===== config.mk =====
export PLATFORM = sky130hd
export DESIGN_NAME = fwl_cmd
export DESIGN_NICKNAME = d
export VERILOG_FILES = /design/src/rtl/fwl_pkg.sv /design/src/rtl/fwl_sync.sv /design/src/rtl/fwl_cmd.sv
export SDC_FILE = /design/constraint.sdc
export NUM_CORES = 1
export LEC_CHECK = 0
export ABC_AREA = 1
export BUFFER_PORTS_ARGS = -buffer_cell sky130_fd_sc_hd__buf_4
export CAP_MARGIN = 20
export CORE_MARGIN = 3
export CORE_UTILIZATION = 64
export CTS_BUF_LIST = sky130_fd_sc_hd__clkbuf_4 sky130_fd_sc_hd__clkbuf_8 sky130_fd_sc_hd__clkbuf_16
export CTS_CLUSTER_DIAMETER = 100
export DETAILED_ROUTE_END_ITERATION = 10
export PLACE_DENSITY = 0.88
export SLEW_MARGIN = 20
export SYNTH_ARGS = -nofsm -noshare
export SYNTH_HDL_FRONTEND = slang
export SYNTH_SLANG_ARGS = --single-unit

===== constraint.sdc =====
create_clock -name clock -period 5.2 [get_ports clock]
set_clock_uncertainty 0.2 [all_clocks]
set_input_delay 0 -clock clock [delete_from_list [all_inputs] [get_ports clock]]
set_output_delay 0 -clock clock [all_outputs]
set_load 0.01 [all_outputs]

===== src/rtl/fwl_pkg.sv =====
// Constants, types and states of the write latch and mode command logic
// Functional notes
// Write permit opcode sets the latch
// Writes, programs, erases need latch set first
// Single-byte opcodes run only if select rises
// Write forbid opcode clears the latch
// Write forbid ignored while in progress
// Latch clear refuses program, erase, register writes
// Volatile steer keeps latch, steers next write
// Status clear zeroes progress, latch, both errors
// Status clear needs no permit, works busy
// Error bits keep the device busy
// Pattern program needs permit, one data byte
// Pattern program self-timed, busy, then latch clears
// Pattern write needs permit, updates immediately
// Host keeps pattern commands within clock limit
// Pattern read: one dummy, repeating byte out
// IO lines ignored during the dummy cycle
// Enter wide address sets address length bit
// Exit wide address clears address length bit
// Reset reloads address length from nonvolatile bit
// Quad peripheral mode moves nibbles on four lines
// Permit targets nonvolatile, steer targets volatile
// Pattern read returns the volatile pattern register
package fwl_pkg;

  // Opcodes
  localparam logic [7:0] OP_WRITE_PERMIT = 8'h06;
  localparam logic [7:0] OP_WRITE_FORBID = 8'h04;
  localparam logic [7:0] OP_VOLATILE_STEER = 8'h50;
  localparam logic [7:0] OP_STATUS_CLEAR = 8'h30;
  localparam logic [7:0] OP_PATTERN_NV_PROGRAM = 8'h43;
  localparam logic [7:0] OP_PATTERN_VOL_WRITE = 8'h4A;
  localparam logic [7:0] OP_PATTERN_READ = 8'h41;
  localparam logic [7:0] OP_ENTER_WIDE_ADDR = 8'hB7;
  localparam logic [7:0] OP_EXIT_WIDE_ADDR = 8'hE9;

  // Status and configuration bit positions
  localparam int WIP_POS = 0;
  localparam int WEL_POS = 1;
  localparam int PERR_POS = 5;
  localparam int EERR_POS = 6;
  localparam int ADS_POS = 0;
  localparam int ADS_NV_POS = 1;

  // Reset values
  localparam logic [7:0] PATTERN_NV_RST = 8'h00;
  localparam logic [7:0] PATTERN_VOL_RST = 8'h00;

  // Bit counts on the link
  localparam logic [5:0] OPCODE_BITS = 6'h08;
  localparam logic [5:0] DATA_END_BITS = 6'h10;
  localparam logic [5:0] STEP_SINGLE = 6'h01;
  localparam logic [5:0] STEP_QUAD = 6'h04;

  // Self-timed pattern program time
  localparam int CLOCK_MHZ = 100;
  localparam int PROG_TIME_NS = 20000;
  localparam int PROG_CYCLES_INT = (PROG_TIME_NS * CLOCK_MHZ + 999) / 1000;
  localparam logic [11:0] PROG_CYCLES = PROG_CYCLES_INT[11:0];

  // Link decoder states
  typedef enum logic [6:0] {
    ST_IDLE  = 7'b0000001,
    ST_CMD   = 7'b0000010,
    ST_DATA  = 7'b0000100,
    ST_TAIL  = 7'b0001000,
    ST_DUMMY = 7'b0010000,
    ST_READ  = 7'b0100000,
    ST_SKIP  = 7'b1000000
  } fwl_state_t;

  // Status bits seen by the rest of the device
  typedef struct packed {
    logic steerVolatile;
    logic addressLength;
    logic eraseErr;
    logic programErr;
    logic writePermit;
    logic inProgress;
  } fwl_status_t;

  // Pins of the serial link, sampled side
  typedef struct packed {
    logic csN;
    logic sck;
    logic [3:0] io;
  } fwl_pins_t;

  // Pin levels of an idle link; select idles high
  localparam fwl_pins_t PINS_IDLE = '{csN: 1'b1, sck: 1'b0, io: 4'h0};

endpackage : fwl_pkg


===== src/rtl/fwl_sync.sv =====
// Two-flop synchroniser for pins entering the clock domain
`timescale 1ns/1ps
module fwl_sync #(
  parameter int WIDTH = 1
) (
  input wire logic clock,
  input wire logic arst_n,
  input wire logic [WIDTH-1:0] asyncIn,
  output logic [WIDTH-1:0] syncOut
);

  // One two-stage chain per bit; first stage feeds only the second
  for (genvar i = 0; i < WIDTH; i++) begin : gBit
    logic meta_ff; // First stage, may go metastable
    always_ff @(posedge clock or negedge arst_n) begin
      if (!arst_n) begin
        meta_ff <= 1'b0;
        syncOut[i] <= 1'b0;
      end else begin
        meta_ff <= asyncIn[i];
        syncOut[i] <= meta_ff;
      end
    end
  end

endmodule : fwl_sync


===== src/rtl/fwl_cmd.sv =====
// Serial flash write latch, pattern and address mode command logic
`timescale 1ns/1ps
module fwl_cmd (
  input wire logic clock,
  input wire logic arst_n,
  input wire fwl_pkg::fwl_pins_t pinsIn,
  output logic [3:0] ioOut,
  output logic [3:0] ioOe,
  input wire logic quadMode,
  input wire logic softReset,
  input wire logic addrLenNv,
  input wire logic embeddedBusy,
  input wire logic programErrSet,
  input wire logic eraseErrSet,
  input wire logic regWriteDone,
  input wire logic patternProgramFail,
  output fwl_pkg::fwl_status_t status,
  output logic writeGateOpen,
  output logic [7:0] patternVol,
  output logic [7:0] patternNv
);
  import fwl_pkg::*;

  // Synchronised pins; the link clock is sampled like any other pin
  fwl_pins_t pinsSync;
  logic [$bits(fwl_pins_t)-1:0] syncRaw; // Synchroniser out, idle as zero
  logic sckPrev_ff; // Last sampled link clock
  logic csPrev_ff; // Last sampled select
  logic sckRise; // Host samples-in edge
  logic sckFall; // Device drive edge
  logic csRise; // End of frame

  // Decoder state
  fwl_state_t state_ff;
  fwl_state_t nxt_state;
  logic [7:0] rxShift_ff; // Incoming bits, newest in LSB
  logic [7:0] nxt_rxShift;
  logic [5:0] bitCnt_ff; // Bits taken this frame
  logic [5:0] nxt_bitCnt;
  logic [7:0] opcode_ff; // Instruction byte of this frame
  logic [7:0] dataByte_ff; // Data byte of this frame
  logic [2:0] outIdx_ff; // Bit or nibble position of the read byte

  // Status flags
  logic wel_ff; // Write permit latch
  logic steer_ff; // Next register write goes to volatile copies
  logic wip_ff; // Self-timed pattern program running
  logic pErr_ff; // Program error
  logic eErr_ff; // Erase error
  logic ads_ff; // Address length bit
  logic strapDone_ff; // Address length loaded after release
  logic [11:0] progCnt_ff; // Program time left
  logic [7:0] progData_ff; // Byte being programmed
  logic [7:0] patVol_ff; // Volatile learning pattern
  logic [7:0] patNv_ff; // Non-volatile learning pattern
  logic [3:0] ioOut_ff; // Drive value on IO lines
  logic [3:0] ioOe_ff; // Drive enable on IO lines

  // Command execution pulses, decoded at frame end
  logic execute;
  logic doPermit;
  logic doForbid;
  logic doSteer;
  logic doClear;
  logic doNvProgram;
  logic doVolWrite;
  logic doEnterWide;
  logic doExitWide;
  logic progDone;
  logic inProgress;
  logic [5:0] step;

  // Bring csN, sck and io into the clock domain together, so data
  // and clock edges keep their relative order
  fwl_sync #(
    .WIDTH($bits(fwl_pins_t))
  ) uSync (
    .clock(clock),
    .arst_n(arst_n),
    .asyncIn(pinsIn ^ PINS_IDLE),
    .syncOut(syncRaw)
  );

  // Synchroniser clears to zero; folding keeps select high after
  // reset, so no false frame start or select edge follows release
  assign pinsSync = syncRaw ^ PINS_IDLE;

  // Previous samples for edge detection
  always_ff @(posedge clock or negedge arst_n) begin
    if (!arst_n) begin
      sckPrev_ff <= 1'b0;
      csPrev_ff <= 1'b1;
    end else begin
      sckPrev_ff <= pinsSync.sck;
      csPrev_ff <= pinsSync.csN;
    end
  end

  // Link edges; only meaningful while selected
  assign sckRise = pinsSync.sck & ~sckPrev_ff & ~pinsSync.csN;
  assign sckFall = ~pinsSync.sck & sckPrev_ff & ~pinsSync.csN;
  assign csRise = pinsSync.csN & ~csPrev_ff;

  // One bit per clock normally, four in quad mode
  assign step = quadMode ? STEP_QUAD : STEP_SINGLE;

  // Shift and count the incoming bits
  always_comb begin
    if (quadMode) begin
      nxt_rxShift = {rxShift_ff[3:0], pinsSync.io};
    end else begin
      nxt_rxShift = {rxShift_ff[6:0], pinsSync.io[0]};
    end
    if (bitCnt_ff > (6'h3F - step)) begin
      nxt_bitCnt = bitCnt_ff; // Saturate on long frames
    end else begin
      nxt_bitCnt = bitCnt_ff + step;
    end
  end

  // Frame decoder: opcode, data byte, dummy, read-out
  always_comb begin
    nxt_state = state_ff;
    case (state_ff)
      ST_IDLE: begin
        if (!pinsSync.csN) begin
          nxt_state = ST_CMD;
        end
      end
      ST_CMD: begin
        if (sckRise && nxt_bitCnt == OPCODE_BITS) begin
          if (nxt_rxShift == OP_PATTERN_READ) begin
            nxt_state = ST_DUMMY;
          end else if (nxt_rxShift == OP_PATTERN_NV_PROGRAM ||
                       nxt_rxShift == OP_PATTERN_VOL_WRITE) begin
            nxt_state = ST_DATA;
          end else if (nxt_rxShift == OP_WRITE_PERMIT ||
                       nxt_rxShift == OP_WRITE_FORBID ||
                       nxt_rxShift == OP_VOLATILE_STEER ||
                       nxt_rxShift == OP_STATUS_CLEAR ||
                       nxt_rxShift == OP_ENTER_WIDE_ADDR ||
                       nxt_rxShift == OP_EXIT_WIDE_ADDR) begin
            nxt_state = ST_TAIL;
          end else begin
            nxt_state = ST_SKIP; // Not ours
          end
        end
      end
      ST_DATA: begin
        if (sckRise && nxt_bitCnt == DATA_END_BITS) begin
          nxt_state = ST_TAIL;
        end
      end
      ST_TAIL: begin
        // Any further rising clock edge spoils the command
        if (sckRise) begin
          nxt_state = ST_SKIP;
        end
      end
      ST_DUMMY: begin
        // IO lines carry nothing of use here
        if (sckRise) begin
          nxt_state = ST_READ;
        end
      end
      ST_READ: begin
        nxt_state = ST_READ;
      end
      ST_SKIP: begin
        nxt_state = ST_SKIP;
      end
      default: begin
        nxt_state = ST_IDLE;
      end
    endcase
    // Deselect always ends the frame
    if (pinsSync.csN) begin
      nxt_state = ST_IDLE;
    end
  end

  // State register
  always_ff @(posedge clock or negedge arst_n) begin
    if (!arst_n) begin
      state_ff <= ST_IDLE;
    end else begin
      state_ff <= nxt_state;
    end
  end

  // Receive path; bits taken on link rising edges
  always_ff @(posedge clock or negedge arst_n) begin
    if (!arst_n) begin
      rxShift_ff <= 8'h00;
      bitCnt_ff <= 6'h00;
      opcode_ff <= 8'h00;
      dataByte_ff <= 8'h00;
    end else if (pinsSync.csN) begin
      // Fresh count for the next frame
      bitCnt_ff <= 6'h00;
    end else if (sckRise && state_ff != ST_DUMMY) begin
      rxShift_ff <= nxt_rxShift;
      bitCnt_ff <= nxt_bitCnt;
      if (state_ff == ST_CMD && nxt_bitCnt == OPCODE_BITS) begin
        opcode_ff <= nxt_rxShift;
      end
      if (state_ff == ST_DATA && nxt_bitCnt == DATA_END_BITS) begin
        dataByte_ff <= nxt_rxShift;
      end
    end
  end

  // A command runs only when select rises right after its last bit
  assign execute = csRise & (state_ff == ST_TAIL);
  assign doPermit = execute & (opcode_ff == OP_WRITE_PERMIT);
  assign doForbid = execute & (opcode_ff == OP_WRITE_FORBID) &
                    ~inProgress;
  assign doSteer = execute & (opcode_ff == OP_VOLATILE_STEER);
  // No permit and no idle state needed for a status clear
  assign doClear = execute & (opcode_ff == OP_STATUS_CLEAR);
  // Program refused without the latch or while anything runs
  assign doNvProgram = execute & (opcode_ff == OP_PATTERN_NV_PROGRAM) &
                       wel_ff & ~inProgress;
  assign doVolWrite = execute & (opcode_ff == OP_PATTERN_VOL_WRITE) &
                      wel_ff;
  assign doEnterWide = execute & (opcode_ff == OP_ENTER_WIDE_ADDR);
  assign doExitWide = execute & (opcode_ff == OP_EXIT_WIDE_ADDR);
  assign progDone = wip_ff & (progCnt_ff == 12'h001);

  // Busy covers own program, other embedded work and error hang
  assign inProgress = wip_ff | embeddedBusy | pErr_ff | eErr_ff;

  // Write permit latch
  always_ff @(posedge clock or negedge arst_n) begin
    if (!arst_n) begin
      wel_ff <= 1'b0;
    end else if (doPermit) begin
      wel_ff <= 1'b1;
    end else if (doForbid || doClear) begin
      wel_ff <= 1'b0;
    end else if (progDone || regWriteDone) begin
      // Completed write operations give up the permit
      wel_ff <= 1'b0;
    end
  end

  // Register write target; steer leaves the latch alone
  always_ff @(posedge clock or negedge arst_n) begin
    if (!arst_n) begin
      steer_ff <= 1'b0;
    end else if (doSteer) begin
      steer_ff <= 1'b1;
    end else if (doPermit || regWriteDone) begin
      steer_ff <= 1'b0;
    end
  end

  // Self-timed pattern program; status clear aborts it
  always_ff @(posedge clock or negedge arst_n) begin
    if (!arst_n) begin
      wip_ff <= 1'b0;
      progCnt_ff <= 12'h000;
      progData_ff <= 8'h00;
    end else if (doNvProgram) begin
      wip_ff <= 1'b1;
      progCnt_ff <= PROG_CYCLES;
      progData_ff <= dataByte_ff;
    end else if (doClear) begin
      wip_ff <= 1'b0;
      progCnt_ff <= 12'h000;
    end else if (wip_ff) begin
      progCnt_ff <= progCnt_ff - 12'h001;
      if (progDone) begin
        wip_ff <= 1'b0;
      end
    end
  end

  // Error flags; a new error wins over a clear in the same cycle
  always_ff @(posedge clock or negedge arst_n) begin
    if (!arst_n) begin
      pErr_ff <= 1'b0;
      eErr_ff <= 1'b0;
    end else begin
      pErr_ff <= programErrSet | (progDone & patternProgramFail) |
                 (pErr_ff & ~doClear);
      eErr_ff <= eraseErrSet | (eErr_ff & ~doClear);
    end
  end

  // Pattern registers; failed programs leave the old value
  always_ff @(posedge clock or negedge arst_n) begin
    if (!arst_n) begin
      patNv_ff <= PATTERN_NV_RST;
      patVol_ff <= PATTERN_VOL_RST;
    end else begin
      if (progDone && !patternProgramFail) begin
        patNv_ff <= progData_ff;
      end
      if (doVolWrite) begin
        patVol_ff <= dataByte_ff;
      end else if (!strapDone_ff || softReset) begin
        patVol_ff <= patNv_ff;
      end
    end
  end

  // Address length; loaded from the strap after every reset
  always_ff @(posedge clock or negedge arst_n) begin
    if (!arst_n) begin
      ads_ff <= 1'b0;
      strapDone_ff <= 1'b0;
    end else begin
      strapDone_ff <= 1'b1;
      if (!strapDone_ff || softReset) begin
        ads_ff <= addrLenNv;
      end else if (doEnterWide) begin
        ads_ff <= 1'b1;
      end else if (doExitWide) begin
        ads_ff <= 1'b0;
      end
    end
  end

  // Read-out on link falling edges; the byte repeats endlessly
  always_ff @(posedge clock or negedge arst_n) begin
    if (!arst_n) begin
      ioOut_ff <= 4'h0;
      ioOe_ff <= 4'h0;
      outIdx_ff <= 3'h0;
    end else if (state_ff != ST_READ || pinsSync.csN) begin
      // Release the lines outside the read phase
      ioOe_ff <= 4'h0;
      outIdx_ff <= 3'h0;
    end else if (sckFall) begin
      if (quadMode) begin
        ioOe_ff <= 4'hF;
        ioOut_ff <= outIdx_ff[0] ? patVol_ff[3:0] :
                    patVol_ff[7:4];
        outIdx_ff <= {2'b00, ~outIdx_ff[0]};
      end else begin
        // Serial output line only, MSB first
        ioOe_ff <= 4'h2;
        ioOut_ff <= {2'b00, patVol_ff[3'h7 - outIdx_ff], 1'b0};
        outIdx_ff <= outIdx_ff + 3'h1;
      end
    end
  end

  // Outputs
  assign ioOut = ioOut_ff;
  assign ioOe = ioOe_ff;
  assign status.inProgress = inProgress;
  assign status.writePermit = wel_ff;
  assign status.programErr = pErr_ff;
  assign status.eraseErr = eErr_ff;
  assign status.addressLength = ads_ff;
  assign status.steerVolatile = steer_ff;
  // Other write, program and erase commands look here first
  assign writeGateOpen = wel_ff;
  assign patternVol = patVol_ff;
  assign patternNv = patNv_ff;

endmodule : fwl_cmd


==> impl_results.md <==
- Cell Pwr Density: 268 nW/µm²
- Max-cap violations: 0
- Worst-path clk slew: 100 ps
- Core Area: 7890 µm²
- Post-synth EDFFs: 0
- Io pins: 47
- Worst R2R Path Depth: 7
- Drt pass-1 iters: 5
- Synth-to-layout area growth: 15.1%
- Clock Power Share: 37.8%
- Status: completed
- TritonCTS buffer count: 9
- Top post-synthesis cells by area: dfrtp_1, nand2_1, inv_1
- Hold WS: 45.4 ps
- Crit. End Element: flip-flop
- Nets: 704
- Die area: 9390 µm²
- Synthesized area per cell: 8.46 µm²
- Worst-case clock buffer depth: 2
- Synthesized instance count: 625
- Worst reg2reg setup slack: 2340 ps
- Vias in the first global route: 4457
- Largest net degree at the start of global routing: 74
- Yosys cell types: 43
- Worst Path Required: 5250 ps
- Vias per std cell: 5.90
- Number of I/O port buffers: 46
- Power Total: 1.63 mW
- Worst Path Class, Setup: flip-flop to flip-flop
- Relative slew slack: 39.8%
- GR Util All Layers: 26.9%
- Crit Path Max Fanout: 20
- Row count: 32
- Yosys warning total: 0
- DR vias: 4653
- Cell with the most instances after synthesis: nand2_1
- Final Instance Area: 6080 µm²
- Die Width: 96.9 µm
- Placer congestion estimate: 0.957
- Wire per inst: 15.4 µm
- # DRC: 0
- H-tree levels: 3
- P_sw: 0.406 mW
- Worst path arrival time: 2910 ps
- Routed wire length: 12200 µm
- First-pass GRT wire length: 21000 µm
- Final setup vio count: 0
- Pins Over Slew Limit: 0
- Worst hold path type: primary input to flip-flop
- Root Driver: clkbuf_8
- Switching share of total power: 25.0%
- Area share of the largest cell type after synthesis: 47.3%
- Leakage: 2.96 nW
- Worst IR Drop VDD: 159 µV
- WHS Path Cells: 6
- Routed Antenna Nets: 0
- Commonest cells post-synth: nand2_1, dfrtp_1, inv_1
- Most used flip-flop cell after synthesis: dfrtp_1
- Setup TNS: 0 ps
- DR iter-0 viols: 394
- Initial core utilization: 67.0%
- Die Y: 96.9 µm
- Tcrit/Tclk final: 55.0%
- Reg power frac: 51.4%
- Number of synthesized register bits: 102
- Dpl hpwl: 8700 µm
- Placed inst area: 5640 µm²
- Share of layout cells above drive strength 1: 18.2%
- RSZ-0062 raised after global routing: false
- Final Util: 77.1%
- Leading area contributor after synthesis: dfrtp_1
- Final Hold Fails: 0
- Initial antenna violation count: 0
- Min Tclk post-route: 2860 ps
- Seq/Total Area, Yosys: 48.3%
- N_diodes: 0
- Post-Syn Nets: 648
- Fmax: 350 MHz
- Mapped cell area: 5290 µm²
- Logic gate share of total power: 10.8%
- Asr flop ratio synth: 100%
- Worst skew pair latency: 360 ps
- Post-CTS setup buffer count: 0
- CTS tree: built
- Worst Tran Pin Value: 899 ps
- Clk sinks: 102
- Crit path launch type: flip-flop
- Fillers: 520
- Internal Power: 1.22 mW
- Total gr overflow: 0
## sequential cells by signal, summed over array words and instances, names as in the netlist, 7 cells and up
name,count
dataByte_ff,8
rxShift_ff,7
opcode_ff,8
patternVol,8
state_ff,7
progCnt_ff,12
progData_ff,8
patternNv,8
## cell families after synthesis
logic type | Yosys count | synth area share, %
other cells | 1 | 0.0709
flops | 102 | 48.3
compound gates | 82 | 10.6
simple gates | 312 | 27.7
mux | 8 | 1.70
xor+xnor | 9 | 1.49
fa+ha+maj | 7 | 1.66
buf+inv | 104 | 8.43
## critical path, cell delays in order, from the launching register on
cell	delay [ps]
dfrtp_1	600
inv_1	210
nor3_2	350
nand2_1	430
inv_1	370
nand4_4	320
nand2_1	180
o21ai_2	60
## power groups by stage
stage	Combinational (mW)	Clock (mW)	Sequential, mW
after CTS	0.175	0.622	0.837
final	0.175	0.615	0.837
after detailed placement	0.162	0	0.853
after floorplan	0.109	0	0.847
after global routing	0.198	0.654	0.841
after global placement	0.155	0	0.851
## path summary, 6_finish.rpt
path | from | to
hold / removal | embeddedBusy | writeGateOpen
setup reg to reg | uSync.syncOut[5] | dataByte_ff[5]
hold reg to reg | uSync.gBit[0].meta_ff | uSync.syncOut[0]
max in group asynchronous | arst_n | rxShift_ff[3]
min in group asynchronous | arst_n | strapDone_ff
setup / recovery | uSync.syncOut[5] | dataByte_ff[5]
## what timing repair did
item                                    in CTS  in global routing
endpoints found under the setup margin       0                  0
hold endpoints to repair                    51                  0
gates resized for setup                      0                  0
hold buffers                                18                  0
## metrics by stage
step / std cells / setup slack [ps]
6_report: 788 / 2340
5_1_grt: 788 / 2120
4_1_cts: 788 / 2390
3_5_place_dp: 754 / 2440
3_3_place_gp: 754 / 2500
2_1_floorplan: 625 / 3050
## area by class of cell
class,instances,area [µm²],share of cell area (%)
Sequential cell,102,2550,42.0
Clock inverter,5,105,1.73
Timing Repair Buffer,65,543,8.93
Inverter,84,315,5.18
Clock buffer,11,151,2.49
Multi-Input combinational cell,419,2290,37.6
Tap cell,102,128,2.10
## routing by layer
layer	vias to the layer above	share of wire [%]	track usage, %
li1	2175	-	-
met1	2242	42	36.3
met2	205	49	44.1
met3	31	6.0	5.62
met4	0	2.2	7.88
met5	-	0	0
## cell usage in the layout, fill, tap and decap left out, types with 3 or more instances in the layout
master	Yosys	routed
a211oi_1	3	3
a21oi_1	5	5
buf_4	9	47
bufinv_16	0	3
clkbuf_8	0	11
dfrtp_1	100	100
dlygate4sd3_1	0	17
ha_1	7	7
inv_1	80	80
inv_2	4	4
mux2_2	8	8
nand2_1	152	152
nand2_2	8	8
nand3_1	48	48
nand3_2	5	5
nand4_1	20	20
nor2_1	44	44
nor2_2	9	9
nor3_1	10	10
nor4_1	8	8
o211ai_1	11	11
o21ai_0	28	28
o21ai_2	16	16
o31ai_1	4	4
xor2_1	7	7
Note: power is estimated with default switching activity, not from simulation.
